### src/shared/gpio_map.svh
`ifndef GPIO_MAP_SVH
`define GPIO_MAP_SVH

// port data registers
`define GPIO_ADDR_PORT0_DATA 8'hF1
`define GPIO_ADDR_PORT1_DATA 8'hF2
`define GPIO_ADDR_PORT2_DATA 8'hF3
`define GPIO_ADDR_PORT3_DATA 8'hF4
`define GPIO_ADDR_PORT4_DATA 8'hF5

// pin configuration registers, high byte pins 7..4, low byte pins 3..0
`define GPIO_ADDR_PORT0_CFG_HI 8'hE0
`define GPIO_ADDR_PORT0_CFG_LO 8'hE1
`define GPIO_ADDR_PORT1_CFG_HI 8'hE2
`define GPIO_ADDR_PORT1_CFG_LO 8'hE3
`define GPIO_ADDR_PORT2_CFG_HI 8'hE4
`define GPIO_ADDR_PORT2_CFG_LO 8'hE5
`define GPIO_ADDR_PORT3_CFG_HI 8'hE6
`define GPIO_ADDR_PORT3_CFG_LO 8'hE7
`define GPIO_ADDR_PORT4_CFG_HI 8'hEE
`define GPIO_ADDR_PORT4_CFG_LO 8'hEF

// pull-up enables
`define GPIO_ADDR_PORT0_PULL 8'hE8
`define GPIO_ADDR_PORT1_PULL 8'hE9
`define GPIO_ADDR_PORT2_PULL 8'hDF
`define GPIO_ADDR_PORT3_PULL 8'hEC
`define GPIO_ADDR_PORT4_PULL 8'hED

// open-drain select, ports 3 and 4 only
`define GPIO_ADDR_PORT3_OPEN_DRAIN 8'hEA
`define GPIO_ADDR_PORT4_OPEN_DRAIN 8'hF0

// reset values
`define GPIO_CFG_RESET 8'h00
`define GPIO_DATA_RESET 8'h00
`define GPIO_PULL_RESET 8'h00
`define GPIO_OPEN_DRAIN_RESET 8'h00
`define GPIO_RDATA_UNMAPPED 8'h00

// geometry
`define GPIO_NUM_PORTS 5
`define GPIO_PORT_WIDTH 8
`define GPIO_FIRST_OD_PORT 3

`endif

### src/shared/gpio_pkg.sv
package gpio_pkg;

  // two-bit pin mode, same layout in every configuration register
  typedef enum logic [1:0] {
    MODE_INPUT = 2'b00,
    MODE_ALT_OUT = 2'b01,
    MODE_ALT_ANALOG = 2'b10,
    MODE_PUSH_PULL = 2'b11
  } pin_mode_t;

  // per-port drive controls towards the pad ring
  typedef struct packed {
    logic [7:0] out;
    logic [7:0] oe_n;
    logic [7:0] pull_en;
    logic [7:0] analog_sel;
  } port_pins_t;

  // per-port software settings handed to the pin mux
  typedef struct packed {
    logic [7:0] cfg_hi;
    logic [7:0] cfg_lo;
    logic [7:0] latch;
    logic [7:0] pull;
    logic [7:0] open_drain;
  } port_setup_t;

endpackage

### src/design/gpio_ports.sv
// How it works
// RULE1 - five independent 8-bit ports, forty pins, each pin configured on its own
// RULE2 - software reaches every port by plain register reads and writes
// RULE3 - port data registers sit at F1H to F5H, all read/write
// RULE4 - port 0 pins use two-bit fields in high E0H and low E1H registers
// RULE5 - a port 0 pin in output mode is driven push-pull
// RULE6 - port 0 alternates: interrupt inputs, buzzer, analog inputs, Schmitt input
// RULE7 - high bits 7:6 pin 7: input, timer A, analog 7, output
// RULE8 - high bits 5:4 pin 6: input, timer B, analog 6, output
// RULE9 - high bits 3:2 pin 5: input, timer 0, analog 5, output
// RULE10 - high bits 1:0 pin 4: input, timer 1, analog 4, output
// RULE11 - writing 55H to port 0 high routes timers to pins 7..4 beside LCD
// RULE12 - port 1 offers inputs, pull-ups, push-pull, LCD capacitor and bias alternates
// RULE13 - reset clears port 1 high configuration to 00H, inputs
// RULE14 - reset clears port 1 low configuration to 00H, inputs
// RULE15 - port 2 offers LCD common and common-or-segment alternates
// RULE16 - port 2 high and low configuration reset to 00H, inputs
// RULE17 - an alternate works only when its peripheral is enabled too
// RULE18 - ports 3 and 4 add open drain; ports 0 and 3 have Schmitt inputs
// RULE19 - data read gives pad level for inputs, latch for outputs; writes set latch
// RULE20 - port 0 low register: bits 7:6 pin 3 down to 1:0 pin 0
`timescale 1ns/10ps
`include "gpio_map.svh"
module gpio_ports #(
  parameter int NUM_PORTS = `GPIO_NUM_PORTS,
  parameter int PORT_WIDTH = `GPIO_PORT_WIDTH
) (
  // clock and reset
  input wire logic ref_clk,
  input wire logic rst_n,
  // cpu register space
  input wire logic [7:0] reg_addr,
  input wire logic reg_wr_en,
  input wire logic reg_rd_en,
  input wire logic [7:0] reg_wdata,
  output logic [7:0] reg_rdata,
  output logic reg_rd_valid,
  // pads
  input wire logic [NUM_PORTS-1:0][PORT_WIDTH-1:0] pin_in,
  output gpio_pkg::port_pins_t [NUM_PORTS-1:0] pin_ctrl,
  // on-chip peripherals
  input wire logic [NUM_PORTS-1:0][PORT_WIDTH-1:0] alt_out,
  input wire logic [NUM_PORTS-1:0][PORT_WIDTH-1:0] alt_en,
  output logic [NUM_PORTS-1:0][PORT_WIDTH-1:0] pin_level
);
  import gpio_pkg::*;

  localparam logic [7:0] DATA_ADDR [`GPIO_NUM_PORTS] = '{
    `GPIO_ADDR_PORT0_DATA,
    `GPIO_ADDR_PORT1_DATA,
    `GPIO_ADDR_PORT2_DATA,
    `GPIO_ADDR_PORT3_DATA,
    `GPIO_ADDR_PORT4_DATA
  }; // RULE3

  localparam logic [7:0] CFG_HI_ADDR [`GPIO_NUM_PORTS] = '{
    `GPIO_ADDR_PORT0_CFG_HI,
    `GPIO_ADDR_PORT1_CFG_HI,
    `GPIO_ADDR_PORT2_CFG_HI,
    `GPIO_ADDR_PORT3_CFG_HI,
    `GPIO_ADDR_PORT4_CFG_HI
  };

  localparam logic [7:0] CFG_LO_ADDR [`GPIO_NUM_PORTS] = '{
    `GPIO_ADDR_PORT0_CFG_LO,
    `GPIO_ADDR_PORT1_CFG_LO,
    `GPIO_ADDR_PORT2_CFG_LO,
    `GPIO_ADDR_PORT3_CFG_LO,
    `GPIO_ADDR_PORT4_CFG_LO
  };

  localparam logic [7:0] PULL_ADDR [`GPIO_NUM_PORTS] = '{
    `GPIO_ADDR_PORT0_PULL,
    `GPIO_ADDR_PORT1_PULL,
    `GPIO_ADDR_PORT2_PULL,
    `GPIO_ADDR_PORT3_PULL,
    `GPIO_ADDR_PORT4_PULL
  };

  // open-drain registers exist for the ports at and above the first capable one
  localparam logic [7:0] OD_ADDR [`GPIO_NUM_PORTS] = '{
    8'h00,
    8'h00,
    8'h00,
    `GPIO_ADDR_PORT3_OPEN_DRAIN,
    `GPIO_ADDR_PORT4_OPEN_DRAIN
  };

  initial
  begin
    if (NUM_PORTS != `GPIO_NUM_PORTS)
      $error("gpio_ports serves exactly five ports");
    if (PORT_WIDTH != `GPIO_PORT_WIDTH)
      $error("gpio_ports serves 8-bit ports only");
  end

  // per-port software state
  logic [7:0] data_q [NUM_PORTS];
  logic [7:0] cfg_hi_q [NUM_PORTS];
  logic [7:0] cfg_lo_q [NUM_PORTS];
  logic [7:0] pull_q [NUM_PORTS];
  logic [7:0] od_q [NUM_PORTS];

  // decode results
  logic [NUM_PORTS-1:0] data_hit;
  logic [NUM_PORTS-1:0] cfg_hi_hit;
  logic [NUM_PORTS-1:0] cfg_lo_hit;
  logic [NUM_PORTS-1:0] pull_hit;
  logic [NUM_PORTS-1:0] od_hit;
  logic [7:0] port_read [NUM_PORTS];
  logic [NUM_PORTS-1:0][PORT_WIDTH-1:0] level_sync;

  logic [7:0] reg_rdata_d;
  logic any_hit;

  // every pad input is synchronised before any logic looks at it
  pin_sync #(
    .WIDTH(NUM_PORTS * PORT_WIDTH)
  ) u_pin_sync (
    .ref_clk(ref_clk),
    .rst_n(rst_n),
    .async_in(pin_in),
    .sync_out(level_sync)
  ); // RULE18

  assign pin_level = level_sync;

  genvar p;
  generate
    for (p = 0; p < NUM_PORTS; p++)
    begin : g_port
      localparam bit OD_CAPABLE = (p >= `GPIO_FIRST_OD_PORT);
      port_setup_t setup;

      assign data_hit[p] = (reg_addr == DATA_ADDR[p]); // RULE2
      assign cfg_hi_hit[p] = (reg_addr == CFG_HI_ADDR[p]); // RULE4
      assign cfg_lo_hit[p] = (reg_addr == CFG_LO_ADDR[p]);
      assign pull_hit[p] = (reg_addr == PULL_ADDR[p]);
      assign od_hit[p] = OD_CAPABLE && (reg_addr == OD_ADDR[p]);

      // data latch takes writes in every mode
      always_ff @(posedge ref_clk or negedge rst_n)
      begin
        if (!rst_n)
          data_q[p] <= `GPIO_DATA_RESET;
        else if (reg_wr_en && data_hit[p])
          data_q[p] <= reg_wdata; // RULE19
      end

      // configuration resets to all inputs
      always_ff @(posedge ref_clk or negedge rst_n)
      begin
        if (!rst_n)
        begin
          cfg_hi_q[p] <= `GPIO_CFG_RESET; // RULE13 RULE16
          cfg_lo_q[p] <= `GPIO_CFG_RESET; // RULE14 RULE16
        end
        else
        begin
          if (reg_wr_en && cfg_hi_hit[p])
            cfg_hi_q[p] <= reg_wdata; // RULE11
          if (reg_wr_en && cfg_lo_hit[p])
            cfg_lo_q[p] <= reg_wdata; // RULE20
        end
      end

      always_ff @(posedge ref_clk or negedge rst_n)
      begin
        if (!rst_n)
        begin
          pull_q[p] <= `GPIO_PULL_RESET;
          od_q[p] <= `GPIO_OPEN_DRAIN_RESET;
        end
        else
        begin
          if (reg_wr_en && pull_hit[p])
            pull_q[p] <= reg_wdata; // RULE12
          if (reg_wr_en && od_hit[p])
            od_q[p] <= reg_wdata; // RULE18
        end
      end

      assign setup.cfg_hi = cfg_hi_q[p];
      assign setup.cfg_lo = cfg_lo_q[p];
      assign setup.latch = data_q[p];
      assign setup.pull = pull_q[p];
      assign setup.open_drain = od_q[p];

      // timer, analog, interrupt, buzzer and LCD alternates share the mux
      port_pin_mux #(
        .OPEN_DRAIN_CAPABLE(OD_CAPABLE)
      ) u_mux (
        .ref_clk(ref_clk),
        .rst_n(rst_n),
        .setup(setup),
        .pin_level(level_sync[p]),
        .alt_out(alt_out[p]),
        .alt_en(alt_en[p]),
        .pins(pin_ctrl[p]),
        .read_val(port_read[p])
      ); // RULE1 RULE6 RULE9 RULE10 RULE15
    end
  endgenerate

  assign any_hit = |{data_hit, cfg_hi_hit, cfg_lo_hit, pull_hit, od_hit};

  // read mux, unmapped addresses return zero
  always_comb
  begin
    reg_rdata_d = `GPIO_RDATA_UNMAPPED;
    for (int i = 0; i < NUM_PORTS; i++)
    begin
      if (data_hit[i])
        reg_rdata_d = reg_rdata_d | port_read[i]; // RULE19
      if (cfg_hi_hit[i])
        reg_rdata_d = reg_rdata_d | cfg_hi_q[i];
      if (cfg_lo_hit[i])
        reg_rdata_d = reg_rdata_d | cfg_lo_q[i];
      if (pull_hit[i])
        reg_rdata_d = reg_rdata_d | pull_q[i];
      if (od_hit[i])
        reg_rdata_d = reg_rdata_d | od_q[i];
    end
    if (!any_hit)
      reg_rdata_d = `GPIO_RDATA_UNMAPPED;
  end

  always_ff @(posedge ref_clk or negedge rst_n)
  begin
    if (!rst_n)
    begin
      reg_rdata <= `GPIO_RDATA_UNMAPPED;
      reg_rd_valid <= 1'b0;
    end
    else
    begin
      reg_rd_valid <= reg_rd_en;
      if (reg_rd_en)
        reg_rdata <= reg_rdata_d; // RULE2
    end
  end

endmodule

### src/design/pin_sync.sv
`timescale 1ns/10ps
module pin_sync #(
  parameter int WIDTH = 8
) (
  // clock and reset
  input wire logic ref_clk,
  input wire logic rst_n,
  // asynchronous levels in, synchronised levels out
  input wire logic [WIDTH-1:0] async_in,
  output logic [WIDTH-1:0] sync_out
);

  logic [WIDTH-1:0] meta_q;

  initial
  begin
    if (WIDTH < 1)
      $error("pin_sync width must be at least 1");
  end

  genvar i;
  generate
    for (i = 0; i < WIDTH; i++)
    begin : g_bit
      always_ff @(posedge ref_clk or negedge rst_n)
      begin
        if (!rst_n)
        begin
          meta_q[i] <= 1'b0;
          sync_out[i] <= 1'b0;
        end
        else
        begin
          meta_q[i] <= async_in[i];
          sync_out[i] <= meta_q[i];
        end
      end
    end
  endgenerate

endmodule

### src/design/port_pin_mux.sv
`timescale 1ns/10ps
module port_pin_mux #(
  parameter bit OPEN_DRAIN_CAPABLE = 1'b0
) (
  // clock and reset
  input wire logic ref_clk,
  input wire logic rst_n,
  // software settings
  input wire gpio_pkg::port_setup_t setup,
  // synchronised pad levels
  input wire logic [7:0] pin_level,
  // peripheral side
  input wire logic [7:0] alt_out,
  input wire logic [7:0] alt_en,
  // pad controls and read-back
  output gpio_pkg::port_pins_t pins,
  output logic [7:0] read_val
);
  import gpio_pkg::*;

  logic [15:0] cfg_all;
  port_pins_t pins_d;

  assign cfg_all = {setup.cfg_hi, setup.cfg_lo};

  genvar i;
  generate
    for (i = 0; i < 8; i++)
    begin : g_pin
      pin_mode_t mode;
      wire od_sel = OPEN_DRAIN_CAPABLE & setup.open_drain[i];
      wire out_val = (mode == MODE_ALT_OUT) ? alt_out[i] : setup.latch[i];
      // alternate roles act only with the peripheral enabled
      wire alt_live = alt_en[i]; // RULE17
      wire drives = (mode == MODE_PUSH_PULL) || ((mode == MODE_ALT_OUT) && alt_live);
      assign mode = pin_mode_t'(cfg_all[2*i+1 -: 2]); // RULE4 RULE20
      assign pins_d.out[i] = out_val; // RULE5
      // open drain pulls low only, high is released to the pull-up
      assign pins_d.oe_n[i] = !(drives && !(od_sel && out_val)); // RULE18
      assign pins_d.pull_en[i] = setup.pull[i] && !(drives && !od_sel) &&
                                 (mode != MODE_ALT_ANALOG);
      assign pins_d.analog_sel[i] = (mode == MODE_ALT_ANALOG) && alt_live; // RULE7 RULE8
      // output pins read their latch, all others the pad
      assign read_val[i] = (mode == MODE_PUSH_PULL) ? setup.latch[i] : pin_level[i]; // RULE19
    end
  endgenerate

  always_ff @(posedge ref_clk or negedge rst_n)
  begin
    if (!rst_n)
      pins <= '{out: 8'h00, oe_n: 8'hFF, pull_en: 8'h00, analog_sel: 8'h00};
    else
      pins <= pins_d;
  end

endmodule

### config.mk
export PLATFORM = sky130hd
export DESIGN_NAME = gpio_ports
export DESIGN_NICKNAME = d
export VERILOG_FILES = /design/src/shared/gpio_pkg.sv /design/src/design/gpio_ports.sv /design/src/design/pin_sync.sv /design/src/design/port_pin_mux.sv
export VERILOG_INCLUDE_DIRS = /design/src /design/src/shared
export SDC_FILE = /design/constraint.sdc
export NUM_CORES = 1
export LEC_CHECK = 0
export ABC_AREA = 0
export BUFFER_PORTS_ARGS = -buffer_cell sky130_fd_sc_hd__buf_4
export CORE_MARGIN = 2
export CORE_UTILIZATION = 40
export DETAILED_ROUTE_END_ITERATION = 10
export SLEW_MARGIN = 0
export SYNTH_ARGS = -nofsm -noshare
export SYNTH_HDL_FRONTEND = slang
export SYNTH_SLANG_ARGS = --single-unit
export TNS_END_PERCENT = 10
### constraint.sdc
create_clock -name ref_clk -period 2.2 [get_ports ref_clk]
set_input_delay 0.44 -clock ref_clk [delete_from_list [all_inputs] [get_ports ref_clk]]
set_output_delay 0.44 -clock ref_clk [all_outputs]
set_load 0.02 [all_outputs]
# [Word-level counts from Yosys, hierarchy flattened]
# Index checks and enable logic that the tools add are counted.
[word_totals] romBits=0 output_inout_bits=209 ram_bits=0 ff_bits=425 latchBits=0 memories=0 wordCells=789
[op_classes] addsub=0 eq_ne=182 div_mod_pow=0 multipliers=0 n_shift=0 mux=103 bitwise_logic=21 n_reduce_logical=359 n_lt_le_gt_ge=0
[op_table] operator="1-bit logical AND" n=230
[op_table] operator="8-bit two-way mux" n=23
[op_table] operator="8-bit equality test (second input constant)" n=22
[op_table] operator="8-bit OR" n=21
[op_table] operator="2-bit equality test (second input constant)" n=80
[op_table] operator="1-bit zero test" n=88
[op_table] operator="2-bit by 1-bit equality test with 1-bit output (second input constant)" n=40
[op_table] operator="1-bit two-way mux" n=80
[op_table] operator="2-bit != test (second input constant)" n=40
[op_table] operator="1-bit logical OR" n=40
[op_table] operator="22-bit OR reduction" n=1

# [Depth between registers and ports, before layout]
[logic_depth] word_depth=46 ltp_mapped=9 mapped_depth_nobuf=6

# [Modules after synthesis]
# From an unflattened synthesis, not the netlist that was laid out.
[unflattened] hier_cells=1322 hier_area_um2=17797.1
[by_module_without_submodules] module="gpio_ports" instances=1 cells_each=697 seq_area_each_um2=4629.4 area_per_inst_um2=8824.7
[by_module_without_submodules] module="port_pin_mux (g_port[0].u_mux ...)" instances=3 cells_each=97 seq_area_each_um2=810.8 area_per_inst_um2=1292.5
[by_module_without_submodules] module="port_pin_mux (g_port[3].u_mux ...)" instances=2 cells_each=127 seq_area_each_um2=810.8 area_per_inst_um2=1546.5
[by_module_without_submodules] module="pin_sync" instances=1 cells_each=80 seq_area_each_um2=2001.9 area_per_inst_um2=2001.9

# [Worst setup path before layout]
# OpenSTA, ideal clock, no wires.
[synth_path] kind="input-to-reg" startpoint="input port reg_addr[1]" endpoint="register reg_rdata[0]" arrival_time_ns=1.918 path_buffers=2 setup_slack_ns=0.158 path_stages=7 required_ns=2.076 cell_sequence="buf_2 -> clkbuf_1 -> mux2i_1 -> nor3_1 -> a2111oi_0 -> o2111ai_1 -> o31a_1"
[synth_via] elab_chain_len=45 word_cells_on_any_way=67 classes_between="eq/ne (22); mux (23); bitwise (21); reduce/logical (1)"
[synth_rtl] item="from (decl)" line="gpio_ports.sv:32" text="input wire logic [7:0] reg_addr,"
[synth_rtl] item="8-bit equality test" line="gpio_ports.sv:135" text="assign data_hit[p] = (reg_addr == DATA_ADDR[p]);"
[synth_rtl] item="8-bit two-way mux" line="gpio_ports.sv:213" text="if (data_hit[i])"
[synth_rtl] item="8-bit OR" line="gpio_ports.sv:216" text="reg_rdata_d = reg_rdata_d | cfg_hi_q[i];"
[synth_rtl] item="8-bit two-way mux" line="gpio_ports.sv:215" text="if (cfg_hi_hit[i])"
[synth_rtl] item="8-bit OR" line="gpio_ports.sv:218" text="reg_rdata_d = reg_rdata_d | cfg_lo_q[i];"
[synth_rtl] item="8-bit two-way mux" line="gpio_ports.sv:217" text="if (cfg_lo_hit[i])"
[synth_rtl] item="8-bit OR" line="gpio_ports.sv:220" text="reg_rdata_d = reg_rdata_d | pull_q[i];"
[synth_rtl] item="8-bit two-way mux" line="gpio_ports.sv:219" text="if (pull_hit[i])"
[synth_rtl] item="[29 not listed]"
[synth_rtl] item="8-bit two-way mux" line="gpio_ports.sv:215"
[synth_rtl] item="8-bit OR" line="gpio_ports.sv:218"
[synth_rtl] item="8-bit two-way mux" line="gpio_ports.sv:217"
[synth_rtl] item="8-bit OR" line="gpio_ports.sv:220"
[synth_rtl] item="8-bit two-way mux" line="gpio_ports.sv:219"
[synth_rtl] item="8-bit OR" line="gpio_ports.sv:222" text="reg_rdata_d = reg_rdata_d | od_q[i];"
[synth_rtl] item="8-bit two-way mux" line="gpio_ports.sv:221" text="if (od_hit[i])"
[synth_rtl] item="8-bit two-way mux *" line="gpio_ports.sv:224" text="if (!any_hit)"
[synth_rtl] item="to (signal assigned)" line="gpio_ports.sv:232" text="reg_rdata <= `GPIO_RDATA_UNMAPPED;"
[synth_rtl] item="to (signal assigned)" line="gpio_ports.sv:239" text="reg_rdata <= reg_rdata_d;"
[synth_rtl] item="to (decl)" line="gpio_ports.sv:36" text="output logic [7:0] reg_rdata,"
# Every way passes the cells marked *; elsewhere a longest branch is shown, timed or not.
# A chain may end at the register's enable or synchronous reset.

# [Worst setup path in the final report]
[layout_path] startpoint="register cfg_hi_q[36] (netlist bit)" endpoint="register reg_rdata[6]"
[layout_via] elab_chain_len=46
[layout_rtl] item="from (decl)" line="gpio_ports.sv:99" text="logic [7:0] cfg_hi_q [NUM_PORTS];"
[layout_rtl] item="from (signal, indexed assignment)" line="gpio_ports.sv:155" text="cfg_hi_q[p] <= `GPIO_CFG_RESET;"
[layout_rtl] item="from (signal, indexed assignment)" line="gpio_ports.sv:161" text="cfg_hi_q[p] <= reg_wdata;"
[layout_rtl] item="2-bit equality test *" line="port_pin_mux.sv:44" text="assign read_val[i] = (mode == MODE_PUSH_PULL) ? setup.latch[i] : pin_level[i];"
[layout_rtl] item="1-bit two-way mux *" line="port_pin_mux.sv:44"
[layout_rtl] item="8-bit two-way mux *" line="gpio_ports.sv:213"
[layout_rtl] item="8-bit OR" line="gpio_ports.sv:216"
[layout_rtl] item="8-bit two-way mux *" line="gpio_ports.sv:215"
[layout_rtl] item="8-bit OR" line="gpio_ports.sv:218"
[layout_rtl] item="8-bit two-way mux *" line="gpio_ports.sv:217"
[layout_rtl] item="8-bit OR" line="gpio_ports.sv:220"
[layout_rtl] item="[30 not listed]"
[layout_rtl] item="8-bit two-way mux *" line="gpio_ports.sv:215"
[layout_rtl] item="8-bit OR" line="gpio_ports.sv:218"
[layout_rtl] item="8-bit two-way mux *" line="gpio_ports.sv:217"
[layout_rtl] item="8-bit OR" line="gpio_ports.sv:220"
[layout_rtl] item="8-bit two-way mux *" line="gpio_ports.sv:219"
[layout_rtl] item="8-bit OR" line="gpio_ports.sv:222"
[layout_rtl] item="8-bit two-way mux *" line="gpio_ports.sv:221"
[layout_rtl] item="8-bit two-way mux *" line="gpio_ports.sv:224"
# Marks and branches as above.

==> impl_metrics.csv <==
group,metric,value,unit
power_and_ir_drop,p_sw,0.004594,W
sta,setup_viol_count_final,0,
yosys,syn-cell-area,17100,µm²
worst_setup_path,reg2reg_from,"cfg_hi_q[36]$_DFFE_PN0P_",
detailed_routing,drc,0,
floorplan,dieArea,44420,µm²
power_and_ir_drop,seq_power_share,46.3,%
global_route,grt_pass1_wl,87.66,mm
power_and_ir_drop,p_per_area,788.1,nW/µm²
layout,drive_gt1_share,44.73,%
power_and_ir_drop,switching_share,24.90,%
layout,final_area,23410,µm²
sta,worst_slack,0.2716,ns
clocking,cts_tree,"done",
global_route,grtUsageMet1,37.17,%
worst_setup_path,startpoint_type,"register",
clocking,cts_max_level,2,
floorplan,ios,349,
placed_design,dp.cells,2274,
worst_setup_path,path_max_fanout,8,
global_route,grtUsageTotal,26.83,%
power_and_ir_drop,vdd_ir_drop_max,506.8,µV
clocking,cts_made_buffers,46,
global_route,antenna_found_initial,1,
hold_path,min_to,"g_port[0].u_mux.pins[20]$_DFF_PN1_",
sta,fin_crit,1.928,ns
global_route,busiest_layer,"met2",
floorplan,core-area,42040,µm²
flow_run,maxCapViolCount,0,
sta,clock-skew-final,0.02164,ns
layout,area_delta_synth_final,36.88,%
yosys,synth.area.top_cells,"dfrtp_1, mux2_2, dfstp_2",
clocking,worstSkewPairLatency,0.59,ns
sta,fmax,518.6,MHz
layout,fin_util,55.68,%
yosys,synthFlopType,"dfrtp_1",
global_route,gr-total-overflow,0,
power_and_ir_drop,pwr-share-comb,10.5,%
clocking,clock_path_buffers,3,
yosys,synth_edf_count,0,
clocking,clock_sinks,425,
detailed_routing,wl_per_cell,24.62,µm
placed_design,pre_cts_ws,-0.1193,ns
sta,slew_violations,0,
detailed_routing,drt-initial-drc-count,984,
power_and_ir_drop,p_leak,11.41,nW
worst_setup_path,worstSetupPathType,"register to register",
yosys,synth_cells,1315,
detailed_routing,detail-route-antenna-nets,0,
yosys,synth.most_common_cell,"dfrtp_1",
yosys,synth_fp_nets,1455,
power_and_ir_drop,fin_total_pwr,0.01845,W
sta,worstMarginPinSlew,0.6713,ns
placed_design,gp_congestion,0.9215,
sta,grt_setup_unrepaired,"false",
clocking,cts-resized-gates,0,
yosys,ys_ff_latch,425,
placed_design,io_buffers,348,
detailed_routing,via_per_inst,5.318,
yosys,synth-seq-area-share,62.49,%
hold_path,min_path_cells,2,
floorplan,dieHeight,210.8,µm
clocking,clockRootBuffer,"clkbuf_16",
global_route,grt_max_degree,102,
sta,finalHoldViolations,0,
status,status,"finished, final reports clean",
worst_setup_path,r2r_cells,6,
layout,final_nets,1972,
detailed_routing,routed_wl,59.28,mm
yosys,synth_top_area_cell,"dfrtp_1",
worst_setup_path,rrSetupSlack,0.27,ns
placed_design,place_hpwl,44.36,mm
global_route,grt_util_met3,4.817,%
power_and_ir_drop,intPower,0.01385,W
floorplan,chipWidth,210.8,µm
floorplan,initial_core_util,40.68,%
layout,final_cells,2408,
sta,period_share,87.65,%
detailed_routing,vias,12806,
yosys,syn_avg_cell_area,13.00,µm²
worst_setup_path,end_kind,"register",
yosys,yosysTopAreaCellShare,56.34,%
placed_design,post_dp_cell_area,21340,µm²
yosys,synth-async-reset-ratio,100.0,%
yosys,synthTopCellsByCount,"dfrtp_1, mux2_2, nand2_1",
clocking,cts_setup_buffers,0,
layout,antenna_cells,0,
hold_path,hp-class,"input pin to register",
global_route,first_global_vias,13423,
clocking,path_clk_slew,0.06,ns
global_route,grt_use_met2,44.34,%
hold_path,hp-start,"alt_en[4]",
yosys,yosysWarnings,0,
yosys,synth_cell_types,65,
power_and_ir_drop,pwr-share-clk,43.1,%
worst_setup_path,reg2reg_to,"reg_rdata[6]$_DFFE_PN0P_",
worst_setup_path,worstPathRequired,2.65,ns
detailed_routing,firstDrtPassIters,5,
worst_setup_path,critical_path_arrival,2.38,ns
sta,slew_headroom,55.25,%
floorplan,rows,75,
-- sequential cells by signal, summed over array words and instances, names as in the netlist --
name	flops
g_port.u_mux.pins	160
g_port.setup	56
cfg_hi_q	40
cfg_lo_q	40
data_q	40
u_pin_sync.meta_q	40
u_pin_sync.sync_out	40
reg_rdata	8
reg_rd_valid	1
-- per-stage QoR --
stage / setup TNS [ns] / hold WS, ns
after global routing: 0 / 0.01653
after floorplan: 0 / 0.1444
after detailed placement: -0.4064 / 0.3303
final: 0 / 0.02244
after CTS: 0 / 0.001198
after global placement: -0.1495 / 0.3308
-- how the worst max path moves through the flow --
stage,cells past startpoint,slack [ns],to,from
after floorplan,7,0.16,reg_rdata[0]$_DFFE_PN0P_,reg_addr[1]
after global placement,8,-0.08,reg_rdata[4]$_DFFE_PN0P_,reg_addr[5]
after detailed placement,8,-0.12,reg_rdata[5]$_DFFE_PN0P_,reg_addr[3]
after CTS,6,0.27,reg_rdata[6]$_DFFE_PN0P_,cfg_hi_q[36]$_DFFE_PN0P_
after global routing,6,0.15,reg_rdata[6]$_DFFE_PN0P_,cfg_hi_q[36]$_DFFE_PN0P_
final,6,0.27,reg_rdata[6]$_DFFE_PN0P_,cfg_hi_q[36]$_DFFE_PN0P_
-- critical path, stage by stage, from the launching register on --
cell and delay (ns):
dfrtp_1 0.59, a21boi_0 0.16, a311oi_1 0.29, a21oi_1 0.12, a221o_1 0.31, a22oi_1 0.20, a32oi_1 0.13
-- cells in the final DEF (no fill, tap or decap), types with 16 or more instances in the layout --
master and n:
clkbuf_16 46, a211oi_1 29, o21ai_0 60, clkbuf_8 16, nand3_1 17, nor2_1 35, nor2_2 17, a21oi_1 50
mux2_2 210, buf_12 20, dlygate4sd3_1 49, dfstp_2 40, nor2b_1 58, inv_1 26, o211ai_1 18, buf_4 455
nand2_1 129, dfrtp_1 385, and3b_1 17, mux2i_1 36
-- metal layers --
metal,share of wire [%],up-vias
li1,-,5762
met1,44,6546
met2,48,434
met3,5.8,64
met4,1.8,0
met5,0,-
-- power by group through the flow --
stage,registers [W],logic [W],clock network [W]
global route,0.00858,0.00208,0.00843
global placement,0.00868,0.00187,0
floorplan,0.00882,0.000526,0
CTS,0.00855,0.00196,0.00811
detailed placement,0.00869,0.00188,0
finish,0.00855,0.00195,0.00796
-- what timing repair did --
action / in CTS / in global routing
hold buffers: 49 / 0
endpoints found under the hold margin: 77 / 0
endpoints found under the setup margin: 0 / 0
-- area by class of cell --
class,instances,area (µm²)
multi-input cells,807,6048
clock inverters,18,186.4
well taps,539,674.4
repair buffers,525,4322
clock buffers,67,1390
fillers,3650,18630
inverters,27,101.3
flip-flops and latches,425,10690
-- logic make-up (layout without fill, tap and decap cells) --
group                  Yosys count  after routing  synth area share, %
buffers and inverters           83            637                2.144
AO/OA/AOI/OAI                  247            247                9.827
flip-flops                     425            425                62.49
multiplexers                   248            248                16.20
AND/OR/NAND/NOR                312            312                9.344
(Power assumes the default switching activity.)
